## src/design/asp_map.svh

```systemverilog
// register map, pin field positions and timing counts of the serial output port
`ifndef ASP_MAP_SVH
`define ASP_MAP_SVH
`define ASP_REG_CTRL      4'h0
`define ASP_REG_STATUS    4'h4
`define ASP_REG_CONFIG    4'h8
`define ASP_CTRL_INIT     0
`define ASP_CTRL_MUTE     1
`define ASP_CTRL_RST      1'b0
`define ASP_PIN_BCK       0
`define ASP_PIN_WORD_SELECT_CLOCK      1
`define ASP_PIN_FMT       2
`define ASP_PIN_RATE      4
`define ASP_PIN_HPF       7
`define ASP_PIN_MST       8
`define ASP_PIN_RSTN      9
`define ASP_PIN_RST_VAL   10'h200
`define ASP_INIT_CYCLES   1024
`define ASP_INIT_LAST     10'(`ASP_INIT_CYCLES - 1)
`define ASP_HALF_SINGLE   7'h40
`define ASP_HALF_MULTI    7'h20
`define ASP_WORD_BITS     7'h18
`define ASP_HPF_SHIFT     15
`define ASP_ACC_W         40
`define ASP_CLIP_LOG2_N   7
`define ASP_CLIP_W        20
`endif

```

## src/design/asp_pkg.sv

```systemverilog
// types shared by the serial output port
package asp_pkg;
	typedef enum logic [1:0] {
		FMT_LJ     = 2'h0,
		FMT_I2S    = 2'h1,
		FMT_RJ     = 2'h2,
		FMT_STREAM = 2'h3
	} asp_fmt_t;
	typedef enum logic [2:0] {
		ST_HOLD = 3'h1,
		ST_INIT = 3'h2,
		ST_RUN  = 3'h4
	} asp_state_t;
	typedef struct packed {
		logic     master;
		asp_fmt_t fmt;
		logic [2:0] rate;
	} asp_cfg_t;
	typedef struct packed {
		logic signed [25:0] left;
		logic signed [25:0] right;
	} asp_pair_t;
endpackage : asp_pkg

```

## src/design/asp_serial_port.sv

```systemverilog
// serial output port: pcm/stream serializer, dc filter, clip flags, init sequencer
`timescale 1ns/1ns
`include "asp_map.svh"
module asp_serial_port
	import asp_pkg::*;
#(
	parameter int unsigned CLIP_HOLD_UNIT = 256   // hold length unit, 128 sample periods each in single rate
)(
	input  wire logic        clk,                   // system clock, 10 MHz
	input  wire logic        sys_rst,               // synchronous reset, high
	input  wire logic        ce,                    // clock enable
	input  wire logic [3:0]  avs_address,           // byte address
	input  wire logic        avs_read,              // read request
	input  wire logic        avs_write,             // write request
	input  wire logic [31:0] avs_writedata,         // write data
	output logic      [31:0] avs_readdata,          // read data
	output logic             avs_waitrequest,       // stall
	input  wire logic        ext_reset_n,           // reset pin, low
	input  wire logic        master_sel,            // 1 master, 0 slave
	input  wire logic        format_sel_0,          // format select bit 0
	input  wire logic        format_sel_1,          // format select bit 1
	input  wire logic        rate_sel_0,            // sampling mode bit 0
	input  wire logic        rate_sel_1,            // sampling mode bit 1
	input  wire logic        rate_sel_2,            // sampling mode bit 2
	input  wire logic        highpass_disable,      // 1 bypasses dc filter
	input  wire logic        serial_bit_clock_in,   // bit clock pin in
	output logic             serial_bit_clock_out,  // bit clock pin out
	output logic             serial_bit_clock_oe,   // bit clock drive enable
	input  wire logic        word_select_clock_in,  // word clock pin in
	output logic             word_select_clock_out, // word clock pin out
	output logic             word_select_clock_oe,  // word clock drive enable
	output logic             serial_sample_out,     // pcm data
	output logic             stream_bit_clock,      // stream clock
	output logic             stream_left_out,       // stream left data
	output logic             stream_right_out,      // stream right data
	input  asp_pair_t        filt_sample,           // decimation output
	input  wire logic        filt_valid,            // one pulse per sample
	input  wire logic        mod_left,              // modulator bit left
	input  wire logic        mod_right,             // modulator bit right
	output logic             overrange_flag_left,   // clip flag left
	output logic             overrange_flag_right   // clip flag right
);

	function automatic logic [2:0] bck_div(input logic [2:0] rate);
		unique case (rate[1:0])
			2'h0: bck_div = 3'h6;
			2'h1: bck_div = 3'h4;
			2'h2: bck_div = 3'h3;
			2'h3: bck_div = 3'h2;
		endcase
	endfunction : bck_div

	function automatic logic [23:0] sat24(input logic signed [25:0] v);
		if (v > 26'sh07FFFFF)
			sat24 = 24'h7FFFFF;
		else if (v < -26'sh0800000)
			sat24 = 24'h800000;
		else
			sat24 = v[23:0];
	endfunction : sat24

	function automatic logic pick_bit(input logic [23:0] w, input logic [6:0] p,
		input asp_fmt_t f, input logic [6:0] half);
		logic [6:0] start;
		logic [6:0] i;
		unique case (f)
			FMT_I2S: start = 7'h01;
			FMT_RJ:  start = 7'(half - `ASP_WORD_BITS);
			default: start = 7'h00;
		endcase
		i = 7'(p - start);
		if (p >= start && i < `ASP_WORD_BITS)
			pick_bit = w[5'(7'h17 - i)];
		else
			pick_bit = 1'b0;
	endfunction : pick_bit

	// pin synchronisers
	logic [9:0] pin_s1_r, pin_s2_r, pin_s3_r, pin_f_r;
	logic [9:0] pin_raw, pin_agree, pin_f_nxt;
	assign pin_raw = {ext_reset_n, master_sel, highpass_disable, rate_sel_2, rate_sel_1,
		rate_sel_0, format_sel_1, format_sel_0, word_select_clock_in, serial_bit_clock_in};
	assign pin_agree = ~(pin_s2_r ^ pin_s3_r);
	// value the filter takes at this edge, so a word clock edge meets its bit clock fall
	assign pin_f_nxt = (pin_s2_r & pin_agree) | (pin_f_r & ~pin_agree);

	always_ff @(posedge clk) begin
		if (sys_rst) begin
			pin_s1_r <= `ASP_PIN_RST_VAL;
			pin_s2_r <= `ASP_PIN_RST_VAL;
			pin_s3_r <= `ASP_PIN_RST_VAL;
			pin_f_r  <= `ASP_PIN_RST_VAL;
		end else if (ce) begin
			pin_s1_r <= pin_raw;
			pin_s2_r <= pin_s1_r;
			pin_s3_r <= pin_s2_r;
			pin_f_r  <= pin_f_nxt;
		end
	end

	logic s_bck_fall;
	assign s_bck_fall = pin_f_r[`ASP_PIN_BCK] & pin_agree[`ASP_PIN_BCK]
		& ~pin_s2_r[`ASP_PIN_BCK];

	// bus slave
	logic        wait_r, mute_r;
	logic [31:0] rdata_r, rdata_nxt;
	logic        wr_take, soft_init;
	assign wr_take = ce & avs_write & ~wait_r;
	assign soft_init = wr_take & (avs_address == `ASP_REG_CTRL)
		& avs_writedata[`ASP_CTRL_INIT];

	// init sequencer
	asp_state_t st_r;
	logic [9:0] init_cnt_r;
	logic       run;
	assign run = (st_r == ST_RUN);

	always_ff @(posedge clk) begin
		if (sys_rst) begin
			st_r       <= ST_INIT;
			init_cnt_r <= 10'h000;
		end else if (ce) begin
			if (!pin_f_r[`ASP_PIN_RSTN]) begin
				st_r       <= ST_HOLD;
				init_cnt_r <= 10'h000;
			end else begin
				unique case (st_r)
					ST_HOLD: begin
						st_r       <= ST_INIT;
						init_cnt_r <= 10'h000;
					end
					ST_INIT: begin
						if (init_cnt_r == `ASP_INIT_LAST)
							st_r <= ST_RUN;
						else
							init_cnt_r <= init_cnt_r + 10'h001;
					end
					ST_RUN: begin
						if (soft_init) begin
							st_r       <= ST_INIT;
							init_cnt_r <= 10'h000;
						end
					end
				endcase
			end
		end
	end

	// mode pins are captured while not running; changes need a new init
	asp_cfg_t cfg_r;
	always_ff @(posedge clk) begin
		if (sys_rst)
			cfg_r <= '0;
		else if (ce && !run)
			cfg_r <= {pin_f_r[`ASP_PIN_MST], pin_f_r[`ASP_PIN_FMT +: 2],
				pin_f_r[`ASP_PIN_RATE +: 3]};
	end

	logic       is_stream, master_eff;
	logic [2:0] div, hdiv;
	logic [6:0] half, half_m1;
	assign is_stream  = (cfg_r.fmt == FMT_STREAM);
	assign master_eff = cfg_r.master | is_stream;
	assign div        = bck_div(cfg_r.rate);
	assign hdiv       = div >> 1;
	assign half       = cfg_r.rate[2] ? `ASP_HALF_MULTI : `ASP_HALF_SINGLE;
	assign half_m1    = half - 7'h01;

	// clock divider shared by bit clock and stream clock
	logic [2:0] dcnt_r;
	logic       clk_lvl_r, m_fall, m_rise, clk_nxt, fall_evt;
	assign m_fall  = run & master_eff & (dcnt_r == div - 3'h1);
	assign m_rise  = run & master_eff & (dcnt_r == hdiv - 3'h1);
	assign clk_nxt = m_fall ? 1'b0 : (m_rise ? 1'b1 : (clk_lvl_r & run & master_eff));
	assign fall_evt = master_eff ? m_fall : (run & s_bck_fall);

	always_ff @(posedge clk) begin
		if (sys_rst) begin
			dcnt_r    <= 3'h0;
			clk_lvl_r <= 1'b0;
		end else if (ce) begin
			clk_lvl_r <= clk_nxt;
			if (!run || !master_eff || m_fall)
				dcnt_r <= 3'h0;
			else
				dcnt_r <= dcnt_r + 3'h1;
		end
	end

	// slot tracking
	logic [6:0]  p_r, p_nxt;
	logic        lvl_r, lvl_nxt, new_half, left_side;
	logic [23:0] word_r, word_nxt;
	logic [23:0] chan_r [2];
	always_comb begin
		if (master_eff) begin
			new_half = (p_r >= half_m1);
			lvl_nxt  = new_half ? ~lvl_r : lvl_r;
		end else begin
			lvl_nxt  = pin_f_nxt[`ASP_PIN_WORD_SELECT_CLOCK];
			new_half = (lvl_nxt != lvl_r);
		end
		if (new_half)
			p_nxt = 7'h00;
		else if (p_r == 7'h7F)
			p_nxt = p_r;
		else
			p_nxt = p_r + 7'h01;
		left_side = (cfg_r.fmt == FMT_I2S) ? ~lvl_nxt : lvl_nxt;
		word_nxt  = new_half ? (left_side ? chan_r[0] : chan_r[1]) : word_r;
	end

	logic sample_r, wsel_r, bck_r, bck_oe_r, wsel_oe_r, sclk_r, sl_r, sr_r;
	always_ff @(posedge clk) begin
		if (sys_rst) begin
			p_r      <= 7'h7F;
			lvl_r    <= 1'b0;
			word_r   <= 24'h000000;
			sample_r <= 1'b0;
			wsel_r   <= 1'b0;
		end else if (ce) begin
			if (!run || is_stream) begin
				p_r      <= 7'h7F;
				lvl_r    <= 1'b0;
				sample_r <= 1'b0;
				wsel_r   <= 1'b0;
			end else if (fall_evt) begin
				p_r      <= p_nxt;
				lvl_r    <= lvl_nxt;
				word_r   <= word_nxt;
				sample_r <= ~mute_r & pick_bit(word_nxt, p_nxt, cfg_r.fmt, half);
				if (master_eff)
					wsel_r <= lvl_nxt;
			end else if (mute_r) begin
				sample_r <= 1'b0;
			end
		end
	end

	always_ff @(posedge clk) begin
		if (sys_rst) begin
			bck_r     <= 1'b0;
			bck_oe_r  <= 1'b0;
			wsel_oe_r <= 1'b0;
			sclk_r    <= 1'b0;
			sl_r      <= 1'b0;
			sr_r      <= 1'b0;
		end else if (ce) begin
			bck_r     <= clk_nxt & ~is_stream;
			bck_oe_r  <= cfg_r.master & ~is_stream;
			wsel_oe_r <= cfg_r.master & ~is_stream;
			sclk_r    <= clk_nxt & is_stream;
			if (!run || !is_stream) begin
				sl_r <= 1'b0;
				sr_r <= 1'b0;
			end else if (m_fall) begin
				sl_r <= mod_left;
				sr_r <= mod_right;
			end
		end
	end

	// dc removal and clip detection per channel
	logic [`ASP_CLIP_W-1:0] hold_last;
	logic [1:0]             clip_r;
	logic [23:0]            sat_x [2];
	logic [1:0]             over;
	logic                   pcm_take;
	assign hold_last = `ASP_CLIP_W'((CLIP_HOLD_UNIT << (`ASP_CLIP_LOG2_N
		+ (cfg_r.rate[2] ? (cfg_r.rate[1] ? 2 : 1) : 0))) - 1);
	assign pcm_take = ce & run & ~is_stream & filt_valid;

	genvar g;
	generate
		for (g = 0; g < 2; g++) begin : g_ch
			logic signed [25:0]            x;
			logic signed [`ASP_ACC_W-1:0]  acc_r;
			logic signed [23:0]            dc;
			logic signed [25:0]            y;
			logic [`ASP_CLIP_W-1:0]        hcnt_r;
			assign x        = (g == 0) ? filt_sample.left : filt_sample.right;
			assign sat_x[g] = sat24(x);
			assign over[g]  = (x > 26'sh07FFFFF) || (x < -26'sh0800000);
			assign dc       = acc_r[`ASP_HPF_SHIFT +: 24];
			assign y        = 26'(signed'(sat_x[g])) - 26'(dc);

			always_ff @(posedge clk) begin
				if (sys_rst || (ce && !run)) begin
					acc_r     <= '0;
					chan_r[g] <= 24'h000000;
				end else if (pcm_take) begin
					// once per sample, so the corner tracks the sample rate
					acc_r <= acc_r + `ASP_ACC_W'(signed'(sat_x[g]))
						- `ASP_ACC_W'(dc);
					if (pin_f_r[`ASP_PIN_HPF])
						chan_r[g] <= sat_x[g];
					else
						chan_r[g] <= sat24(y);
				end
			end

			always_ff @(posedge clk) begin
				if (sys_rst) begin
					clip_r[g] <= 1'b0;
					hcnt_r    <= '0;
				end else if (ce) begin
					if (!run || is_stream) begin
						clip_r[g] <= 1'b0;
						hcnt_r    <= '0;
					end else if (filt_valid && over[g]) begin
						clip_r[g] <= 1'b1;
						hcnt_r    <= '0;
					end else if (filt_valid && clip_r[g]) begin
						if (hcnt_r >= hold_last) begin
							clip_r[g] <= 1'b0;
							hcnt_r    <= '0;
						end else begin
							hcnt_r <= hcnt_r + `ASP_CLIP_W'(1);
						end
					end
				end
			end
		end
	endgenerate

	// register access, one wait cycle per request
	always_comb begin
		unique case (avs_address)
			`ASP_REG_CTRL:   rdata_nxt = {30'h0, mute_r, 1'b0};
			`ASP_REG_STATUS: rdata_nxt = {27'h0, clip_r, st_r};
			`ASP_REG_CONFIG: rdata_nxt = {25'h0, pin_f_r[`ASP_PIN_HPF], cfg_r};
			default:         rdata_nxt = 32'h00000000;
		endcase
	end

	always_ff @(posedge clk) begin
		if (sys_rst) begin
			wait_r  <= 1'b1;
			rdata_r <= 32'h00000000;
			mute_r  <= `ASP_CTRL_RST;
		end else if (ce) begin
			if ((avs_read || avs_write) && wait_r) begin
				wait_r  <= 1'b0;
				rdata_r <= avs_read ? rdata_nxt : 32'h00000000;
			end else if (!wait_r) begin
				wait_r <= 1'b1;
			end
			if (wr_take && avs_address == `ASP_REG_CTRL)
				mute_r <= avs_writedata[`ASP_CTRL_MUTE];
		end
	end

	assign avs_readdata          = rdata_r;
	assign avs_waitrequest       = wait_r;
	assign serial_bit_clock_out  = bck_r;
	assign serial_bit_clock_oe   = bck_oe_r;
	assign word_select_clock_out = wsel_r;
	assign word_select_clock_oe  = wsel_oe_r;
	assign serial_sample_out     = sample_r;
	assign stream_bit_clock      = sclk_r;
	assign stream_left_out       = sl_r;
	assign stream_right_out      = sr_r;
	assign overrange_flag_left   = clip_r[0];
	assign overrange_flag_right  = clip_r[1];
endmodule : asp_serial_port

```

## config.mk

```make
export PLATFORM = sky130hd
export DESIGN_NAME = asp_serial_port
export DESIGN_NICKNAME = d
export VERILOG_FILES = /design/src/design/asp_pkg.sv /design/src/design/asp_serial_port.sv
export VERILOG_INCLUDE_DIRS = /design/src /design/src/design
export SDC_FILE = /design/constraint.sdc
export NUM_CORES = 1
export LEC_CHECK = 0
export BUFFER_PORTS_ARGS = -buffer_cell sky130_fd_sc_hd__buf_2
export CAP_MARGIN = 40
export CORE_MARGIN = 4
export CORE_UTILIZATION = 44
export DETAILED_ROUTE_END_ITERATION = 8
export PLACE_DENSITY = 0.62
export SYNTH_ARGS = -nofsm -noshare
export SYNTH_HDL_FRONTEND = slang
export SYNTH_SLANG_ARGS = --single-unit
```

## constraint.sdc

```tcl
create_clock -name clk -period 5.7 [get_ports clk]
set_clock_uncertainty 0.2 [all_clocks]
set_input_delay 0.855 -clock clk [delete_from_list [all_inputs] [get_ports clk]]
set_output_delay 0.855 -clock clk [all_outputs]
set_load 0.05 [all_outputs]
```

### After elaboration in Yosys (flattened, before gate mapping)

Memories as Yosys holds them, arrays and structs flattened.
Cells that the tools add are included.

* $add $sub $neg: 19
* multiply operators: 0
* div/mod/pow operators: 0
* magnitude comparators: 14
* eq/ne operators: 19
* shift-type cells: 1
* muxes and demuxes: 97
* bitwise gates (word level): 37
* reductions and logical operators: 42

Operator list (count)
* $mux W24: 20
* $mux W20: 8
* $add A40 B24 Y40: 2
* $sub A40 B24 Y40: 2
* $mux W7: 9
* $gt A26 B24 Y1 const B: 2
* $lt A26 B24 Y1 const B: 2
* $gt A25 B24 Y1 const B: 2
* $lt A25 B24 Y1 const B: 2
* $sub A24 B24 Y25: 2
* $mux W1: 44
* $add A20 B1 Y20 const B: 2
* $ge A20 B20 Y1: 2
* $mux W32: 1
* $mux W10: 3
* $pmux W10 S3: 1
* $pmux W7 S3: 1
* $and A10 B10 Y10: 2
* $not A10 Y10: 2
* $shl A9 B4 Y20 const A: 1
* $sub A20 B1 Y20 const B: 1
* $and A1 B1 Y1: 19
* $reduce_and A3 Y1: 6
* $reduce_bool A3 Y1: 5
* other kinds (42): 88

* flip-flop bits (word level): 258
* latch bits: 0
* memory bits (writable): 48
* ROM bits: 0
* bits of input ports: 106
* logic and storage cells: 260
* memories: 1

Memories
* chan_r: depth 2, width 24, read ports 2, clocked after Yosys merged registers in 0, write ports 2, line asp_serial_port.sv:195 `logic [23:0] chan_r [2];`

### Longest topological paths before layout

* word-level depth: 22
* depth in mapped cells: 19
* depth with buffers taken out: 18

### Worst setup path before layout

OpenSTA, ideal clock, no wires.

* kind: input to register
* start: input filt_sample[51] (netlist name)
* end: register g_ch[0].acc_r[36]
* data arrival time: 4.856 ns
* required time: 5.334 ns
* setup slack: 0.478 ns
* stages: 17
* buffers on the path: 1
* cells stage by stage: inv_1 a21oi_2 clkbuf_1 nor2_1 fa_1 ha_1 nor2b_1 o31a_1 o2111ai_1 a21oi_1 nor2_1 o31ai_1 a2111oi_0 o21bai_1 o31ai_1 xor2_1 o22ai_1

* longest elaborated chain between the ends: 5
* elaborated cells on any way between the ends: 6
* classes of those cells: 2 x add/sub; 2 x order compare; 2 x mux

RTL lines
* start: declaration: line asp_serial_port.sv:36 `input asp_pair_t filt_sample,`
* $lt A26 B24 Y1: line asp_serial_port.sv:56 `else if (v < -26'sh0800000)`
* $mux W24: line asp_serial_port.sv:56
* $mux W24 *: line asp_serial_port.sv:54 `if (v > 26'sh07FFFFF)`
* $add A40 B24 Y40 *: line asp_serial_port.sv:294 `` acc_r <= acc_r + `ASP_ACC_W'(signed'(sat_x[g])) ``
* $sub A40 B24 Y40 *: line asp_serial_port.sv:294
* end signal: assignment: line asp_serial_port.sv:294
* end: declaration: line asp_serial_port.sv:278 `` logic signed [`ASP_ACC_W-1:0] acc_r; ``

Mark *: on every way between the ends. The rest lies on a longest branch, timed or not.
A chain may end at the register's enable or synchronous reset.

### Worst setup path in the final report

* start: input filt_sample[24] (netlist name)
* end: register g_ch[1].acc_r[37]

* longest elaborated chain between the ends: 5
* elaborated cells on any way between the ends: 6
* classes of those cells: 2 x add/sub; 2 x order compare; 2 x mux

RTL lines (line)
* $lt A26 B24 Y1: asp_serial_port.sv:56
* $mux W24: asp_serial_port.sv:56
* $mux W24 *: asp_serial_port.sv:54
* $add A40 B24 Y40 *: asp_serial_port.sv:294
* $sub A40 B24 Y40 *: asp_serial_port.sv:294
* end signal: assignment: asp_serial_port.sv:294
* end: declaration: asp_serial_port.sv:278

Marks and branches as above.

==> impl_metrics.tcl <==
set metrics [dict create \
    status "complete, no violations" \
    holdCritPathClass "flop to flop" \
    tightestPinTransition_ps 948 \
    crit_chain "buf_2, nor2_1, nor2_1, o21ai_0, inv_1, fa_1, ha_1, a211oi_1, o21ai_0, a31oi_1, o21bai_1, a31o_2, o21ai_0, a21boi_0, a221oi_1, xor2_1, o22ai_1" \
    synth_flop_cell "dfxtp_1" \
    yosysWarnings 0 \
    syn-mean-instance-area_um2 8.36 \
    finalCoreUtilization_pct 50.1 \
    rsz0062_at_grt "false" \
    ys_seq_area_share_pct 28.9 \
    dr.pass1.iters 5 \
    synth_edf_count 48 \
    htree_levels 2 \
    setup_violations 0 \
    antenna_found_initial 0 \
    die_x_um 226 \
    ctsLongestPathBuffers 3 \
    ir_drop_mv 0.174 \
    pin_count 149 \
    finalCritPeriodShare_pct 92.1 \
    numPortBuffers 93 \
    die_area_um2 51300 \
    placementRows 79 \
    numCtsBuffers 36 \
    synth_top_cell_by_area "dfxtp_1" \
    leakage_nw 9.57 \
    clk_pin_slew_ps 50 \
    syn_inst 2512 \
    post-dp-hpwl_um 42100 \
    routed_wl_um 56600 \
    cp_common_cell "o21ai_0" \
    netlist_area_um2 21000 \
    fin_cells 3244 \
    final_antenna_net_count 0 \
    cts_hold_buf 0 \
    grt_max_degree 83 \
    worst_path_dominant_cell_family "compound AO/OA/AOI/OAI gates" \
    drv_cap 0 \
    grt_pass1_wl_um 89800 \
    holdWs_ps 248 \
    dp_cells 3179 \
    insertion_delay_ps 560 \
    viasPerCell 5.55 \
    fin_tns_setup_ps 0 \
    max_stage_delay_ps 590 \
    nets 2953 \
    grt_overflow 0 \
    synth-seq-cells 279 \
    hold_violations 0 \
    final_cell_area_um2 23500 \
    drt_iter0_drc 1225 \
    synth_cell_types 89 \
    end_kind "flop" \
    clock-sinks 279 \
    die_y_um 226 \
    grt_pass1_vias 17300 \
    rrSetupSlack_ps 1280 \
    synth.most_common_cell "nor2_1" \
    cts_setup_buffers 0 \
    fin_crit_ps 5250 \
    dpl_cell_area_um2 22300 \
    route.detailed.drc 0 \
    crit_path_start_kind "input pin" \
    nFillCells 4571 \
    drive_gt1_share_pct 9.59 \
    synthTopCellsByCount "nor2_1 (289), nand2_1 (282), dfxtp_1 (231)" \
    initial_core_util_pct 44.8 \
    synth_top_area_share_pct 22.0 \
    synthArstFlopShare_pct 0 \
    core_area_um2 46900 \
    area_growth_pct 11.7 \
    cts_tree "built" \
    cp_num_buf_inv 2 \
    setup.worst_path.class "input pin to flop" \
    cellPowerDensity_nw_per_um2 243 \
    synthTopCellsByArea "dfxtp_1 (22%), ha_1 (9.5%), fa_1 (7.4%), edfxtp_1 (6.9%), nor2_1 (5.2%)" \
    vias 18000 \
    post_cts_resized 0 \
    place_congestion 0.901 \
    track_usage_pct 21.7 \
    maxSlewHeadroom_pct 36.8 \
    cp_slowest_cell "o21ai_0" \
    cp_data_required_time_ps 5910 \
    wl_per_cell_um 17.4 \
    antenna_cells 0 \
    cp.arrival_ps 5450 \
    max_freq_mhz 191 \
    cts_root_buffer "clkbuf_16" \
    crit_path_max_fanout 4 \
    drv_slew 0 \
]
==> registers in the layout, summed over array words and instances, names as in the netlist, 3 cells and up, named ones only <==
register	cells
pin_s1_r	10
chan_r	48
g_ch.acc_r	78
word_r	24
init_cnt_r	10
cfg_r	6
pin_s3_r	10
dcnt_r	3
avs_readdata	7
st_r	3
p_r	7
pin_s2_r	10
g_ch.hcnt_r	40
==> final timing paths <==
kind                                          end  depth (start not counted)               from
worst max-delay path            g_ch[1].acc_r[37]                         17    filt_sample[24]
worst min-delay path            g_ch[1].acc_r[29]                          2  g_ch[1].acc_r[29]
worst max register to register  serial_sample_out                         12           cfg_r[3]
worst min register to register  g_ch[1].acc_r[29]                          2  g_ch[1].acc_r[29]
==> where the power goes <==
| group | total [mW] | leakage, nW | switching (mW) | internal, mW |
|---|---|---|---|---|
| Clock | 2.36 | 0.582 | 0.956 | 1.40 |
| Sequential | 2.04 | 2.42 | 0.0125 | 2.02 |
| Combinational | 1.31 | 6.57 | 0.770 | 0.543 |
| Total | 5.70 | 9.57 | 1.74 | 3.97 |
==> cell type report <==
cell class	count	area, um2	share of cell area [%]
sequential	279	6070	25.9
multi-input combinational	1960	13800	58.9
clock inverter	17	226	0.965
timing repair buffer	151	940	4.01
inverter	182	683	2.91
tap	607	759	3.24
clock buffer	48	976	4.16
==> logic make-up after synthesis <==
kind of cell    synth area share, %
simple gates                   16.7
compound gates                 20.1
buf+inv                        6.10
flops                          28.9
fa+ha+maj                      18.1
xor+xnor                       6.47
mux                            3.68
other cells                  0.0358
==> cells in the final DEF (no fill, tap or decap), drive strengths merged, types with 11 or more instances in the layout <==
cell type / count
buf: 151
nor2b: 15
o22ai: 17
a211oi: 43
clkbuf: 48
o31ai: 14
nand4: 31
o211ai: 11
a21oi: 206
nand3: 47
xnor2: 79
maj3: 24
or3: 13
ha: 159
o21ai: 129
or2: 11
edfxtp: 48
nor3: 26
fa: 78
a31oi: 20
a21o: 77
and3: 21
o21bai: 17
a221o: 19
xor2: 74
nand2b: 26
inv: 184
conb: 35
o21a: 20
nor2: 289
mux2i: 60
dfxtp: 231
nand2: 282
==> metrics by stage <==
| step | setup WS, ps | total power [mW] |
|---|---|---|
| finish | 452 | 5.70 |
| global route | 66.5 | 5.99 |
| CTS | 547 | 5.77 |
| detailed placement | -27.7 | 3.38 |
| global placement | -5.87 | 3.35 |
| floorplan | 478 | 3.07 |
==> per-layer routing <==
metal  vias to the layer above  global-route usage [%]  share of wire [%]
met5                         -                       0                  0
met4                         0                    6.54                2.9
met3                        87                    2.85                5.2
met2                       417                    35.3                 46
met1                      8581                    30.2                 46
li1                       8925                       -                  -
==> worst reg2reg max path: stages (launching register included) <==
cell and delay, ps:
dfxtp_1 410, ha_1 410, nor2_1 670, nand2_1 210
o21ai_4 170, xor2_4 630, buf_4 340, mux2i_1 190
o21ai_0 130, mux4_2 530, nor3_1 190, nor4b_2 80
a21o_1 160
No activity file was read; power rests on OpenSTA's default activity.
